[src/rtl/rihc_pkg.sv]
package rihc_pkg;
	// Register byte offsets
	localparam logic [7:0] OFF_CTRL = 8'h00;
	localparam logic [7:0] OFF_STATUS = 8'h04;
	localparam logic [7:0] OFF_IO_PTR = 8'h08;
	localparam logic [7:0] OFF_IO_CMD = 8'h0c;
	localparam logic [7:0] OFF_IO_DATA = 8'h10;
	localparam logic [7:0] OFF_VECTOR = 8'h14;
	// Control bits
	localparam int CTRL_IE = 0;
	localparam int CTRL_IRET = 1;
	localparam int CTRL_HALT = 2;
	// I/O command bits
	localparam int CMD_WR = 0;
	localparam int CMD_WORD = 1;
	localparam int CMD_PTR = 2;
	localparam int CMD_PORT_LSB = 8;
	// Status bits
	localparam int STS_IE = 0;
	localparam int STS_HALT = 1;
	localparam int STS_NMI = 2;
	localparam int STS_BUSY = 3;
	localparam int STS_DONE = 4;
	localparam int STS_RUN = 5;
	localparam int STS_MAX = 6;
	localparam int STS_HOLD = 7;
	localparam int STS_SAVED = 8;
	// Timing counts
	localparam int CLK_PERIOD_NS = 10;
	localparam int INIT_CYC = 10;
	localparam int NMI_IGNORE = 2;
	localparam int CNT_W = 4;
	// Addresses and codes
	localparam logic [19:0] BOOT_ADDR = 20'hffff0;
	localparam logic [3:0] IO_PAGE_HI = 4'h0;
	localparam logic [7:0] NMI_TYPE = 8'h02;
	localparam logic [2:0] CS_ACK = 3'h0;
	localparam logic [2:0] CS_IOR = 3'h1;
	localparam logic [2:0] CS_IOW = 3'h2;
	localparam logic [2:0] CS_HALT = 3'h3;
	localparam logic [2:0] CS_PASS = 3'h7;
	localparam logic [1:0] T1 = 2'h0;
	localparam logic [1:0] T2 = 2'h1;
	localparam logic [1:0] T3 = 2'h2;
	localparam logic [1:0] T4 = 2'h3;

	typedef enum logic [2:0] {
		ST_RST = 3'b000,
		ST_INIT = 3'b001,
		ST_IDLE = 3'b010,
		ST_ACK = 3'b011,
		ST_IO = 3'b100,
		ST_HALT = 3'b101,
		ST_HOLD = 3'b110
	} rihc_state_type;

	typedef struct packed {
		logic psel;
		logic penable;
		logic pwrite;
		logic [7:0] paddr;
		logic [31:0] pwdata;
	} rihc_apb_req_type;

	typedef struct packed {
		logic ale;
		logic irq_ack_cycle;
		logic lock;
		logic [2:0] cycle_status_bits;
		logic status_oe;
		logic [19:0] addr;
		logic addr_oe;
		logic lane_hi;
		logic lane_lo;
	} rihc_pins_type;
endpackage : rihc_pkg

[src/rtl/rihc_ctrl.sv]
// Chosen here: the placing of the registers and the APB register port.
`timescale 1ns/1ns
module rihc_ctrl #(
	parameter int INIT_CYCLES = rihc_pkg::INIT_CYC
) (
	input wire logic clk_i,
	input wire logic srst_i,
	input wire logic cpu_reset_i,
	input wire logic nmi_i,
	input wire logic maskable_request_i,
	input wire logic hold_req_i,
	input wire logic mode_strap_i,
	input wire logic instr_end_i,
	input wire logic [15:0] data_in_i,
	input rihc_pkg::rihc_apb_req_type apb_i,
	output logic [31:0] prdata_o,
	output logic pready_o,
	output logic pslverr_o,
	output rihc_pkg::rihc_pins_type pins_o,
	output logic [15:0] data_out_o,
	output logic data_oe_o,
	output logic hold_grant_out_o,
	output logic core_run_o,
	output logic [19:0] fetch_addr_o,
	output logic vec_valid_o,
	output logic [9:0] vec_ptr_o,
	output logic [7:0] vec_type_o
);
	rihc_pkg::rihc_state_type st_r;
	rihc_pkg::rihc_pins_type pins_r;
	logic rst_s1_r, rst_s2_r, rst_q_r, rst_first_r;
	logic nmi_s1_r, nmi_s2_r, nmi_q_r, nmi_pend_r;
	logic maskable_request_q_r, ie_r, ie_saved_r, halted_r, max_mode_r;
	logic [rihc_pkg::CNT_W-1:0] init_cnt_r;
	logic [1:0] t_r;
	logic ack2_r, io_go_r, halt_go_r, io_done_r;
	logic io_wr_r, io_word_r, io_ptr_mode_r;
	logic [15:0] io_port_r, io_ptr_r, io_data_r, io_rdata_r;
	logic [31:0] prdata_r;
	logic pready_r, pslverr_r, core_run_r, vec_valid_r, hold_grant_r;
	logic [19:0] fetch_addr_r;
	logic [7:0] vec_type_r;
	logic [15:0] data_out_r;
	logic data_oe_r;
	logic rst_fall, nmi_edge, nmi_ok, wake, take_nmi, take_maskable_request;
	logic init_last, ack_end, apb_setup, apb_wr, hit;
	logic [31:0] rd_mux;

	// Event decode
	assign rst_fall = !rst_s2_r && rst_q_r;
	assign nmi_edge = nmi_s2_r && !nmi_q_r;
	assign init_last = init_cnt_r == rihc_pkg::CNT_W'(INIT_CYCLES - 1);
	assign nmi_ok = !(st_r == rihc_pkg::ST_RST) && !rst_s2_r &&
		!(st_r == rihc_pkg::ST_INIT &&
		init_cnt_r < rihc_pkg::CNT_W'(rihc_pkg::NMI_IGNORE));
	assign wake = (st_r == rihc_pkg::ST_IDLE && instr_end_i) ||
		st_r == rihc_pkg::ST_HALT;
	assign take_nmi = nmi_pend_r && wake && !rst_s2_r;
	assign take_maskable_request = !nmi_pend_r && maskable_request_q_r && ie_r && wake &&
		!rst_s2_r;
	assign ack_end = st_r == rihc_pkg::ST_ACK && ack2_r &&
		t_r == rihc_pkg::T4;

	// Reset input synchroniser and edge history
	always_ff @(posedge clk_i) begin
		if (srst_i) begin
			rst_s1_r <= 1'b1;
			rst_s2_r <= 1'b1;
			rst_q_r <= 1'b1;
		end else begin
			rst_s1_r <= cpu_reset_i;
			rst_s2_r <= rst_s1_r;
			rst_q_r <= rst_s2_r;
		end
	end

	// Marks the first clock of reset
	always_ff @(posedge clk_i) begin
		if (srst_i) begin
			rst_first_r <= 1'b0;
		end else begin
			rst_first_r <= st_r != rihc_pkg::ST_RST;
		end
	end

	// Mode strap caught as reset is released
	always_ff @(posedge clk_i) begin
		if (srst_i) begin
			max_mode_r <= 1'b0;
		end else if (rst_fall) begin
			max_mode_r <= !mode_strap_i;
		end
	end

	// Non-maskable synchroniser and edge latch
	always_ff @(posedge clk_i) begin
		if (srst_i) begin
			nmi_s1_r <= 1'b0;
			nmi_s2_r <= 1'b0;
			nmi_q_r <= 1'b0;
			nmi_pend_r <= 1'b0;
		end else begin
			nmi_s1_r <= nmi_i;
			nmi_s2_r <= nmi_s1_r;
			nmi_q_r <= nmi_s2_r;
			if (rst_s2_r) begin
				nmi_pend_r <= 1'b0;
			end else if (nmi_edge && nmi_ok) begin
				nmi_pend_r <= 1'b1;
			end else if (take_nmi) begin
				nmi_pend_r <= 1'b0;
			end
		end
	end

	// Maskable level sampled every clock
	always_ff @(posedge clk_i) begin
		if (srst_i) begin
			maskable_request_q_r <= 1'b0;
		end else begin
			maskable_request_q_r <= maskable_request_i;
		end
	end

	// Interrupt enable flag and its pushed copy
	always_ff @(posedge clk_i) begin
		if (srst_i || rst_s2_r) begin
			ie_r <= 1'b0;
			ie_saved_r <= 1'b0;
		end else if (take_nmi || take_maskable_request) begin
			ie_saved_r <= ie_r;
			ie_r <= 1'b0;
		end else if (apb_wr && apb_i.paddr == rihc_pkg::OFF_CTRL) begin
			if (apb_i.pwdata[rihc_pkg::CTRL_IRET]) begin
				ie_r <= ie_saved_r;
			end else begin
				ie_r <= apb_i.pwdata[rihc_pkg::CTRL_IE];
			end
		end
	end

	// Main sequencer
	always_ff @(posedge clk_i) begin
		if (srst_i) begin
			st_r <= rihc_pkg::ST_RST;
			t_r <= rihc_pkg::T1;
			ack2_r <= 1'b0;
			init_cnt_r <= '0;
		end else if (rst_s2_r) begin
			st_r <= rihc_pkg::ST_RST;
		end else begin
			unique case (st_r)
			rihc_pkg::ST_RST: begin
				st_r <= rihc_pkg::ST_INIT;
				init_cnt_r <= '0;
			end
			rihc_pkg::ST_INIT: begin
				if (init_last) begin
					if (hold_req_i) begin
						st_r <= rihc_pkg::ST_HOLD;
					end else begin
						st_r <= rihc_pkg::ST_IDLE;
					end
				end else begin
					init_cnt_r <= init_cnt_r + 1'b1;
				end
			end
			rihc_pkg::ST_IDLE: begin
				t_r <= rihc_pkg::T1;
				ack2_r <= 1'b0;
				if (take_nmi) begin
					st_r <= rihc_pkg::ST_IDLE;
				end else if (take_maskable_request) begin
					st_r <= rihc_pkg::ST_ACK;
				end else if (hold_req_i) begin
					st_r <= rihc_pkg::ST_HOLD;
				end else if (io_go_r) begin
					st_r <= rihc_pkg::ST_IO;
				end else if (halt_go_r) begin
					st_r <= rihc_pkg::ST_HALT;
				end
			end
			rihc_pkg::ST_ACK: begin
				t_r <= t_r + 2'h1;
				if (t_r == rihc_pkg::T4) begin
					ack2_r <= 1'b1;
					if (ack2_r) begin
						st_r <= rihc_pkg::ST_IDLE;
					end
				end
			end
			rihc_pkg::ST_IO: begin
				t_r <= t_r + 2'h1;
				if (t_r == rihc_pkg::T4) begin
					st_r <= rihc_pkg::ST_IDLE;
				end
			end
			rihc_pkg::ST_HALT: begin
				if (take_nmi) begin
					st_r <= rihc_pkg::ST_IDLE;
				end else if (take_maskable_request) begin
					st_r <= rihc_pkg::ST_ACK;
					t_r <= rihc_pkg::T1;
					ack2_r <= 1'b0;
				end else if (hold_req_i) begin
					st_r <= rihc_pkg::ST_HOLD;
				end else if (t_r != rihc_pkg::T4) begin
					t_r <= t_r + 2'h1;
				end
			end
			rihc_pkg::ST_HOLD: begin
				t_r <= rihc_pkg::T1;
				if (!hold_req_i) begin
					if (halted_r) begin
						st_r <= rihc_pkg::ST_HALT;
					end else begin
						st_r <= rihc_pkg::ST_IDLE;
					end
				end
			end
			default: begin
				st_r <= rihc_pkg::ST_RST;
			end
			endcase
		end
	end

	// Halt memory survives a hold
	always_ff @(posedge clk_i) begin
		if (srst_i || rst_s2_r) begin
			halted_r <= 1'b0;
		end else if (st_r == rihc_pkg::ST_HALT) begin
			halted_r <= !(take_nmi || take_maskable_request);
		end
	end

	// Software-requested I/O and halt
	always_ff @(posedge clk_i) begin
		if (srst_i || rst_s2_r) begin
			io_go_r <= 1'b0;
			halt_go_r <= 1'b0;
			io_wr_r <= 1'b0;
			io_word_r <= 1'b0;
			io_ptr_mode_r <= 1'b0;
			io_port_r <= 16'h0000;
		end else begin
			if (apb_wr && apb_i.paddr == rihc_pkg::OFF_IO_CMD &&
			    !io_go_r && st_r != rihc_pkg::ST_IO) begin
				io_go_r <= 1'b1;
				io_wr_r <= apb_i.pwdata[rihc_pkg::CMD_WR];
				io_word_r <= apb_i.pwdata[rihc_pkg::CMD_WORD];
				io_ptr_mode_r <= apb_i.pwdata[rihc_pkg::CMD_PTR];
				if (apb_i.pwdata[rihc_pkg::CMD_PTR]) begin
					io_port_r <= io_ptr_r;
				end else begin
					io_port_r <= {8'h00,
						apb_i.pwdata[rihc_pkg::CMD_PORT_LSB +: 8]};
				end
			end else if (st_r == rihc_pkg::ST_IO) begin
				io_go_r <= 1'b0;
			end
			if (apb_wr && apb_i.paddr == rihc_pkg::OFF_CTRL &&
			    apb_i.pwdata[rihc_pkg::CTRL_HALT]) begin
				halt_go_r <= 1'b1;
			end else if (st_r == rihc_pkg::ST_HALT) begin
				halt_go_r <= 1'b0;
			end
		end
	end

	// I/O data, pointer and completion flag
	always_ff @(posedge clk_i) begin
		if (srst_i) begin
			io_ptr_r <= 16'h0000;
			io_data_r <= 16'h0000;
			io_rdata_r <= 16'h0000;
			io_done_r <= 1'b0;
		end else begin
			if (apb_wr && apb_i.paddr == rihc_pkg::OFF_IO_PTR) begin
				io_ptr_r <= apb_i.pwdata[15:0];
			end
			if (apb_wr && apb_i.paddr == rihc_pkg::OFF_IO_DATA) begin
				io_data_r <= apb_i.pwdata[15:0];
			end
			if (st_r == rihc_pkg::ST_IO && t_r == rihc_pkg::T4) begin
				io_done_r <= 1'b1;
				if (!io_wr_r) begin
					if (io_word_r) begin
						io_rdata_r <= data_in_i;
					end else if (io_port_r[0]) begin
						io_rdata_r <= {8'h00, data_in_i[15:8]};
					end else begin
						io_rdata_r <= {8'h00, data_in_i[7:0]};
					end
				end
			end else if (apb_wr && apb_i.paddr == rihc_pkg::OFF_STATUS &&
			             apb_i.pwdata[rihc_pkg::STS_DONE]) begin
				io_done_r <= 1'b0;
			end
		end
	end

	// Vector output and start address
	always_ff @(posedge clk_i) begin
		if (srst_i) begin
			vec_valid_r <= 1'b0;
			vec_type_r <= 8'h00;
			fetch_addr_r <= 20'h00000;
			core_run_r <= 1'b0;
		end else begin
			vec_valid_r <= take_nmi || ack_end;
			if (take_nmi) begin
				vec_type_r <= rihc_pkg::NMI_TYPE;
			end else if (ack_end) begin
				vec_type_r <= data_in_i[7:0];
			end
			if (st_r == rihc_pkg::ST_INIT && init_last) begin
				fetch_addr_r <= rihc_pkg::BOOT_ADDR;
			end
			core_run_r <= st_r == rihc_pkg::ST_IDLE && !rst_s2_r;
		end
	end

	// Bus pins, one clock behind the sequencer
	always_ff @(posedge clk_i) begin
		if (srst_i) begin
			pins_r <= '0;
			pins_r.cycle_status_bits <= rihc_pkg::CS_PASS;
			hold_grant_r <= 1'b0;
			data_oe_r <= 1'b0;
			data_out_r <= 16'h0000;
		end else begin
			pins_r.ale <= !max_mode_r && t_r == rihc_pkg::T1 &&
				(st_r == rihc_pkg::ST_ACK || st_r == rihc_pkg::ST_IO ||
				st_r == rihc_pkg::ST_HALT);
			pins_r.irq_ack_cycle <= !max_mode_r &&
				st_r == rihc_pkg::ST_ACK &&
				(t_r == rihc_pkg::T2 || t_r == rihc_pkg::T3);
			pins_r.lock <= st_r == rihc_pkg::ST_ACK &&
				((!ack2_r && t_r != rihc_pkg::T1) ||
				(ack2_r && t_r == rihc_pkg::T1));
			pins_r.cycle_status_bits <= rihc_pkg::CS_PASS;
			if (max_mode_r && t_r != rihc_pkg::T4) begin
				unique case (st_r)
				rihc_pkg::ST_ACK: pins_r.cycle_status_bits <= rihc_pkg::CS_ACK;
				rihc_pkg::ST_IO: pins_r.cycle_status_bits <=
					io_wr_r ? rihc_pkg::CS_IOW : rihc_pkg::CS_IOR;
				rihc_pkg::ST_HALT: pins_r.cycle_status_bits <=
					rihc_pkg::CS_HALT;
				default: pins_r.cycle_status_bits <= rihc_pkg::CS_PASS;
				endcase
			end
			pins_r.status_oe <= st_r != rihc_pkg::ST_HOLD &&
				!(st_r == rihc_pkg::ST_RST && !rst_first_r);
			pins_r.addr <= {rihc_pkg::IO_PAGE_HI, io_port_r};
			pins_r.addr_oe <= st_r == rihc_pkg::ST_IO;
			pins_r.lane_lo <= io_word_r || !io_port_r[0];
			pins_r.lane_hi <= io_word_r || io_port_r[0];
			hold_grant_r <= st_r == rihc_pkg::ST_HOLD;
			data_oe_r <= st_r == rihc_pkg::ST_IO && io_wr_r &&
				t_r != rihc_pkg::T1;
			if (io_word_r) begin
				data_out_r <= io_data_r;
			end else if (io_port_r[0]) begin
				data_out_r <= {io_data_r[7:0], 8'h00};
			end else begin
				data_out_r <= {8'h00, io_data_r[7:0]};
			end
		end
	end

	// APB decode, zero-wait slave with registered answer
	assign apb_setup = apb_i.psel && !apb_i.penable;
	assign apb_wr = apb_i.psel && apb_i.penable && pready_r && apb_i.pwrite;
	assign hit = apb_i.paddr == rihc_pkg::OFF_CTRL ||
		apb_i.paddr == rihc_pkg::OFF_STATUS ||
		apb_i.paddr == rihc_pkg::OFF_IO_PTR ||
		apb_i.paddr == rihc_pkg::OFF_IO_CMD ||
		apb_i.paddr == rihc_pkg::OFF_IO_DATA ||
		apb_i.paddr == rihc_pkg::OFF_VECTOR;

	// Read data selection
	always_comb begin
		rd_mux = 32'h00000000;
		unique case (apb_i.paddr)
		rihc_pkg::OFF_CTRL: rd_mux[rihc_pkg::CTRL_IE] = ie_r;
		rihc_pkg::OFF_STATUS: begin
			rd_mux[rihc_pkg::STS_IE] = ie_r;
			rd_mux[rihc_pkg::STS_HALT] = halted_r;
			rd_mux[rihc_pkg::STS_NMI] = nmi_pend_r;
			rd_mux[rihc_pkg::STS_BUSY] = io_go_r || st_r == rihc_pkg::ST_IO;
			rd_mux[rihc_pkg::STS_DONE] = io_done_r;
			rd_mux[rihc_pkg::STS_RUN] = core_run_r;
			rd_mux[rihc_pkg::STS_MAX] = max_mode_r;
			rd_mux[rihc_pkg::STS_HOLD] = hold_grant_r;
			rd_mux[rihc_pkg::STS_SAVED] = ie_saved_r;
		end
		rihc_pkg::OFF_IO_PTR: rd_mux[15:0] = io_ptr_r;
		rihc_pkg::OFF_IO_DATA: rd_mux[15:0] = io_rdata_r;
		rihc_pkg::OFF_VECTOR: rd_mux[17:0] = {vec_type_r, vec_type_r, 2'h0};
		default: rd_mux = 32'h00000000;
		endcase
	end

	// Answer flops
	always_ff @(posedge clk_i) begin
		if (srst_i) begin
			pready_r <= 1'b0;
			pslverr_r <= 1'b0;
			prdata_r <= 32'h00000000;
		end else begin
			pready_r <= apb_setup;
			pslverr_r <= apb_setup && !hit;
			if (apb_setup && !apb_i.pwrite) begin
				prdata_r <= rd_mux;
			end
		end
	end

	assign prdata_o = prdata_r;
	assign pready_o = pready_r;
	assign pslverr_o = pslverr_r;
	assign pins_o = pins_r;
	assign data_out_o = data_out_r;
	assign data_oe_o = data_oe_r;
	assign hold_grant_out_o = hold_grant_r;
	assign core_run_o = core_run_r;
	assign fetch_addr_o = fetch_addr_r;
	assign vec_valid_o = vec_valid_r;
	assign vec_ptr_o = {vec_type_r, 2'h0};
	assign vec_type_o = vec_type_r;
endmodule : rihc_ctrl

[config.mk]
export PLATFORM = sky130hd
export DESIGN_NAME = rihc_ctrl
export DESIGN_NICKNAME = d
export VERILOG_FILES = /design/src/rtl/rihc_pkg.sv /design/src/rtl/rihc_ctrl.sv
export SDC_FILE = /design/constraint.sdc
export NUM_CORES = 1
export LEC_CHECK = 0
export ABC_AREA = 1
export BUFFER_PORTS_ARGS = -buffer_cell sky130_fd_sc_hd__buf_2
export CORE_MARGIN = 1
export CORE_UTILIZATION = 46
export CTS_CLUSTER_DIAMETER = 50
export DETAILED_ROUTE_END_ITERATION = 6
export HOLD_SLACK_MARGIN = 0.03
export PLACE_DENSITY = 0.74
export SLEW_MARGIN = 10
export SYNTH_ARGS = -nofsm -noshare
export SYNTH_HDL_FRONTEND = slang
export SYNTH_SLANG_ARGS = --single-unit
[constraint.sdc]
create_clock -name clk_i -period 1.54 [get_ports clk_i]
set_input_delay 0.077 -clock clk_i [delete_from_list [all_inputs] [get_ports clk_i]]
set_output_delay 0.077 -clock clk_i [all_outputs]
set_load 0.01 [all_outputs]
==> results.cfg, run 1 <==
[route]
drtAntennaViolNets = 0
drt-pass1-iter-count = 5
first_iter_violations = 635
vias = 6754
routed_wl_mm = 19.9
post_drt_wl_per_cell_um = 15.2
vias_per_cell = 5.16
drc = 0

[synth]
ys_ff_latch = 167
yosysUniqueCellTypes = 43
syn_avg_cell_area_um2 = 7.75
synth_edf_count = 0
netlist.area_leader.share = 0.472
netlist_instances = 914
synth.cell_area_mm2 = 0.00708
yosysTopAreaCell = dfxtp_1
synthTopCellsByArea = dfxtp_1, nand2_1, o21ai_0, buf_4, a21oi_1
synth_warnings = 0
yosys_most_used_dff = dfxtp_1
async_flop_share = 0
ys_seq_area_frac = 0.472
yosysMostFrequentCell = dfxtp_1
netlist_top_cells_count = dfxtp_1, nand2_1, inv_1

[sta]
max_freq_ghz = 0.689
maxSlewViolCount = 0
clock_skew_ns = 0.00685
setup_viol = 0
period_minus_slack_ns = 1.45
worst_slack_ns = 0.0892
min_period_over_period = 0.942
hold_viol = 0

[floorplanning]
fp-row-count = 44
coreArea_mm2 = 0.0148
die_area_mm2 = 0.0159
die_x_um = 126
die_height_um = 126
num_io_pins = 189
initial_core_util = 0.480

[global_route]
grt_pass1_vias = 6186
antenna_found_initial = 0
grt-ovfl-total = 0
track_usage = 0.244
grt_max_degree = 33
grt_first_pass_wirelength_mm = 30.5

[setup_path]
path_delay_family = simple AND/OR/NAND/NOR gates
r2r_slack_ns = 0.09
critical_path_arrival_ns = 1.76
crit_required_ns = 1.85
worst_setup_path_start_kind = flop
cpPeakStageDelay_ns = 0.37
crit_type = reg2reg
slowest_stage = dfxtp_1
timing.rr.start = pready_o
r2r_cells = 6
r2r-end = io_port_r[9]
end_kind = flop
crit_fanout = 7
path_buf_inv = 1
path_cells = nand4_4, nor3_4, nand2_8, buf_12, a21oi_1, nor3b_2

[clock_network]
clock-sinks = 167
cts_root_buffer = clkbuf_16
htreeDepth = 4
cts_buffers = 17
clk_latency_ns = 0.43
ctsLongestPathBuffers = 2
cts_tree = done
path_clk_slew_ns = 0.07

[min_path]
hold_path_depth = 5
hold_path_class = in2reg
min_to = st_r[2]
hp-start = hold_req_i

[finish]
nFillCells = 1302
fin_util = 0.624
multi_input_area_mm2 = 0.00298
design_area_mm2 = 0.00921
diodes = 0
register_area_mm2 = 0.00335
nets = 1184
syn_to_final_growth_pct = 30.0
drive_above_1_share = 0.265

[placement]
gp_congestion = 0.934
hpwl_mm = 13.8
post-place-ws_ns = -0.00352
place_area_mm2 = 0.00800
numPortBuffers = 148

[job]
maxCapViolCount = 0

[pwr]
p_leak_uw = 0.00430
p_total_uw = 9160
power_density_mw_per_mm2 = 995
irDropWorstVdd_mv = 0.861

[outcome]
status = finished, final reports clean
-- worst register-to-register path, stage by stage, from the launching register on --
cell	delay, ns
dfxtp_1	0.37
nand4_4	0.13
nor3_4	0.28
nand2_8	0.14
buf_12	0.17
a21oi_1	0.18
nor3b_2	0.08
-- report_power, final --
| group | internal (uW) | leakage (uW) | switching [uW] |
|---|---|---|---|
| clock | 2480 | 0.000292 | 1840 |
| combinational | 196 | 0.00266 | 296 |
| sequential | 4340 | 0.00135 | 10.3 |
| total | 7010 | 0.00430 | 2150 |
-- layout by cell type, fill, tap and decap left out, types with 5 or more instances in the layout --
| master | netlist | routed |
|---|---|---|
| a31oi_1 | 8 | 8 |
| a21oi_1 | 77 | 76 |
| conb_1 | 1 | 24 |
| nand2_1 | 141 | 138 |
| a211oi_1 | 9 | 9 |
| buf_2 | 10 | 148 |
| dfxtp_1 | 167 | 162 |
| inv_1 | 91 | 85 |
| clkbuf_16 | 0 | 20 |
| o21ai_1 | 3 | 8 |
| nor3_1 | 6 | 6 |
| inv_2 | 5 | 11 |
| nor3b_1 | 8 | 6 |
| nor2_1 | 89 | 84 |
| inv_6 | 0 | 5 |
| nand3_1 | 69 | 67 |
| o21ai_0 | 82 | 76 |
| buf_4 | 53 | 54 |
| a22oi_1 | 9 | 9 |
| nor2_2 | 5 | 8 |
| nor2_4 | 3 | 5 |
| dlygate4sd3_1 | 0 | 38 |
| nand4_1 | 18 | 18 |
-- logic make-up (layout without fill, tap and decap cells) --
family,count (synthesis),count (layout),synth area share
buffers and inverters,187,376,0.133
AND/OR/NAND/NOR,360,360,0.238
flip-flops,167,167,0.472
other,1,24,0.000530
AO/OA/AOI/OAI,193,193,0.146
multiplexers,2,2,0.00283
adder cells (fa/ha/maj),4,4,0.00707
-- timing repair --
item	4_1_cts	5_1_grt
hold buffers	38	1
gates resized for setup	2	42
pin swaps	1	7
endpoints found under the hold margin	52	1
cloned	0	3
setup endpoints to repair	3	49
setup buffers	0	4
-- final cells by class --
class,count,area share
Sequential cell,167,0.364
Multi-Input combinational cell,583,0.324
Tap cell,184,0.0250
Clock inverter,14,0.0178
Inverter,97,0.0395
Timing Repair Buffer,247,0.182
Clock buffer,18,0.0477
-- per-stage QoR --
stage / hold WS, ns / std cells / setup TNS, ns
final: 0.124 / 1310 / 0
after global routing: 0.158 / 1310 / -0.0464
after CTS: 0.0748 / 1303 / 0
after detailed placement: 0.265 / 1233 / -0.00352
after global placement: 0.264 / 1233 / 0
after floorplan: 0.181 / 937 / 0
-- worst max-delay path by stage --
stage	end	cells after the start	start	slack (ns)
floorplan	io_wr_r	6	pready_o	0.13
global placement	st_r[0]	9	st_r[2]	0.05
detailed placement	st_r[0]	10	st_r[1]	-0.004
CTS	st_r[0]	9	st_r[2]	0.008
global route	st_r[0]	10	init_cnt_r[1]	-0.01
finish	io_port_r[9]	6	pready_o	0.09
-- registers in the layout (all words and copies together), names as in the netlist, 2 cells and up --
name,flops
data_out_o,16
io_ptr_r,16
vec_type_o,8
st_r,3
init_cnt_r,4
io_rdata_r,16
t_r,2
pins_o,26
prdata_o,18
io_data_r,16
io_port_r,16
-- metal layers --
| metal | up-vias | GRT usage | share of wire |
|---|---|---|---|
| met5 | - | 0 | 0 |
| met4 | 0 | 0.0815 | 0.021 |
| met3 | 33 | 0.0624 | 0.086 |
| met2 | 285 | 0.396 | 0.47 |
| met1 | 3094 | 0.316 | 0.43 |
| li1 | 3342 | - | - |
Power figures use the tool's default switching activity.
==> inputs of run 2 (changes only) <==
--- a/config.mk
+++ b/config.mk
@@ -5,7 +5,6 @@
 export SDC_FILE = /design/constraint.sdc
 export NUM_CORES = 1
 export LEC_CHECK = 0
-export ABC_AREA = 1
 export BUFFER_PORTS_ARGS = -buffer_cell sky130_fd_sc_hd__buf_2
 export CORE_MARGIN = 1
 export CORE_UTILIZATION = 46
@@ -13,6 +12,7 @@
 export DETAILED_ROUTE_END_ITERATION = 6
 export HOLD_SLACK_MARGIN = 0.03
 export PLACE_DENSITY = 0.74
+export SETUP_SLACK_MARGIN = 0.4
 export SLEW_MARGIN = 10
 export SYNTH_ARGS = -nofsm -noshare
 export SYNTH_HDL_FRONTEND = slang
==> run 2 against run 1 <==
The flow now finishes with violations (setup timing). Utilization rose by 7.5 points. Non-clock buffer count rose by 54. Total power fell by 1.8%. Register-to-register slack got worse by 0.36 ns. Critical path depth rose by 1. Hold slack got worse by 0.099 ns. Worst setup slack got worse by 0.36 ns. Die area rose by 0.44%. Sequential cell count did not move. Count of clock-buffer cells in the layout rose by 2. Critical endpoint is now st_r[2]. Largest cell class is now multi-input combinational cells.
==> results.cfg, run 2 <==
[clock_network]
cts_root_buffer = clkbuf_16
clock-sinks = 167
cts_tree = done
clk_latency_ns = 0.43
path_clk_slew_ns = 0.07
cts_buffers = 17
ctsLongestPathBuffers = 2
htreeDepth = 4

[sta]
worst_slack_ns = -0.269
min_period_over_period = 1.17
setup_viol = 86
period_minus_slack_ns = 1.81
rsz0062_at_grt = yes
tightest_slew_ns = 0.615
fin_tns_setup_ns = -11.45
maxSlewViolCount = 0
hold_viol = 0
clock_skew_ns = 0.00899
slew_headroom = 0.589
max_freq_ghz = 0.553

[outcome]
status = complete, but fails checks
violations = setup timing

[min_path]
hold_path_class = in2reg
hp-start = srst_i

[floorplanning]
coreArea_mm2 = 0.0151
die_area_mm2 = 0.0160
die_x_um = 126
fp-row-count = 45
initial_core_util = 0.469
die_height_um = 126
num_io_pins = 189

[placement]
place_area_mm2 = 0.00835
hpwl_mm = 12.9
numPortBuffers = 148
post-place-ws_ns = -0.277
gp_congestion = 0.856

[setup_path]
crit_type = reg2reg
crit_path_start = st_r[1]
crit_fanout = 4
timing.rr.start = st_r[1]
crit_required_ns = 1.89
end_kind = flop
worst_setup_path_start_kind = flop
critical_path_arrival_ns = 2.15

[global_route]
grt-ovfl-total = 0
antenna_found_initial = 0
grt_pass1_vias = 6229
grt_max_degree = 27
track_usage = 0.261
grt_first_pass_wirelength_mm = 32.5

[finish]
multi_input_area_mm2 = 0.00404
largest_reg_flops = 26
final_common_cell = dfxtp_1
design_area_mm2 = 0.0106
most-common-layout-cells = dfxtp_1, buf_2, nor2_1
register_area_mm2 = 0.00339
nets = 1106
syn_to_final_growth_pct = 48.9
nFillCells = 1006
drive_above_1_share = 0.448
diodes = 0

[synth]
async_flop_share = 0
ys_ff_latch = 167
yosys_most_used_dff = dfxtp_1
netlist_top_cells_count = dfxtp_1, nor2_1, nand2_1
synth.cell_area_mm2 = 0.00711
netlist_instances = 787
syn_avg_cell_area_um2 = 9.04
yosysUniqueCellTypes = 60
yosysTopAreaCell = dfxtp_1
synthTopCellsByArea = dfxtp_1, mux2i_1, nor2_1, buf_4, nand2_1
yosysMostFrequentCell = dfxtp_1
ys_seq_area_frac = 0.470
netlist.area_leader.share = 0.470
synth_warnings = 0
synth_edf_count = 0

[route]
vias_per_cell = 5.64
post_drt_wl_per_cell_um = 19.3
drtAntennaViolNets = 0
first_iter_violations = 585
vias = 6969
routed_wl_mm = 23.8
drt-pass1-iter-count = 6
drc = 0

[pwr]
power_density_mw_per_mm2 = 849
p_total_uw = 8990
irDropWorstVdd_mv = 0.780
p_leak_uw = 0.00446

[job]
maxCapViolCount = 0
run 2: cell count changes after synthesis, moves of 14 or more:
cell      before  now
nand2_1      141   74
inv_1         91    8
a21oi_1       77   42
clkbuf_1      18   36
nor2_1        89  117
nand3_1       69   11
mux2i_1        2   71
nor2b_1        0   31
o21ai_0       82   22
mux2_2         0   14
nand4_1       18    4
run 2: path summary, 6_finish.rpt:
check,to,slack (ns),depth (start not counted)
setup reg to reg,st_r[2],-0.27,7
hold reg to reg,rst_s2_r,0.42,1
hold / removal,prdata_o[9],0.03,2
setup / recovery,st_r[2],-0.27,7
run 2: per-layer routing:
layer  share of wire  track usage  vias to the layer above
met5               0            0                        -
met4           0.055        0.116                        0
met3           0.077       0.0489                      124
met2            0.48        0.454                      426
met1            0.38        0.315                     3300
li1                -            -                     3119
run 2: kinds of logic after synthesis:
| logic type | Yosys count | synth area share |
|---|---|---|
| simple gates | 307 | 0.210 |
| flops | 167 | 0.470 |
| compound gates | 118 | 0.105 |
| buf+inv | 104 | 0.0839 |
| mux | 85 | 0.122 |
| fa+ha+maj | 4 | 0.00704 |
| other cells | 1 | 0.000527 |
| xor+xnor | 1 | 0.00123 |
run 2: final cells by class:
| class | count | share of cell area |
|---|---|---|
| Clock buffer | 20 | 0.0422 |
| Clock inverter | 12 | 0.0112 |
| Inverter | 9 | 0.00343 |
| Multi-Input combinational cell | 539 | 0.382 |
| Sequential cell | 167 | 0.320 |
| Tap cell | 188 | 0.0222 |
| Timing Repair Buffer | 301 | 0.219 |
run 2: repair_timing:
item	CTS	global route
buffers inserted	23	19
pin swaps	43	48
endpoints found under the setup margin	130	141
cloned	4	0
endpoints found under the hold margin	64	3
resized for setup	113	104
hold buffers	38	2
run 2: critical path: stages, from the launching register on:
cell	delay (ns)
dfxtp_4	0.37
buf_6	0.12
nand3b_1	0.23
buf_4	0.19
a211oi_2	0.37
a21oi_4	0.06
nor2_4	0.16
mux2i_1	0.23
run 2: per-stage QoR:
stage	hold WS (ns)	instances	util
after floorplan	0.154	810	-
after global placement	0.259	1118	0.551
after detailed placement	0.260	1118	0.551
after CTS	0.00354	1215	0.659
after global routing	0.0368	1236	0.699
final	0.0255	1236	0.699
run 2: where the power goes:
part | internal [uW] | switching, uW
Sequential | 4320 | 9.78
Combinational | 226 | 325
Clock | 2290 | 1820
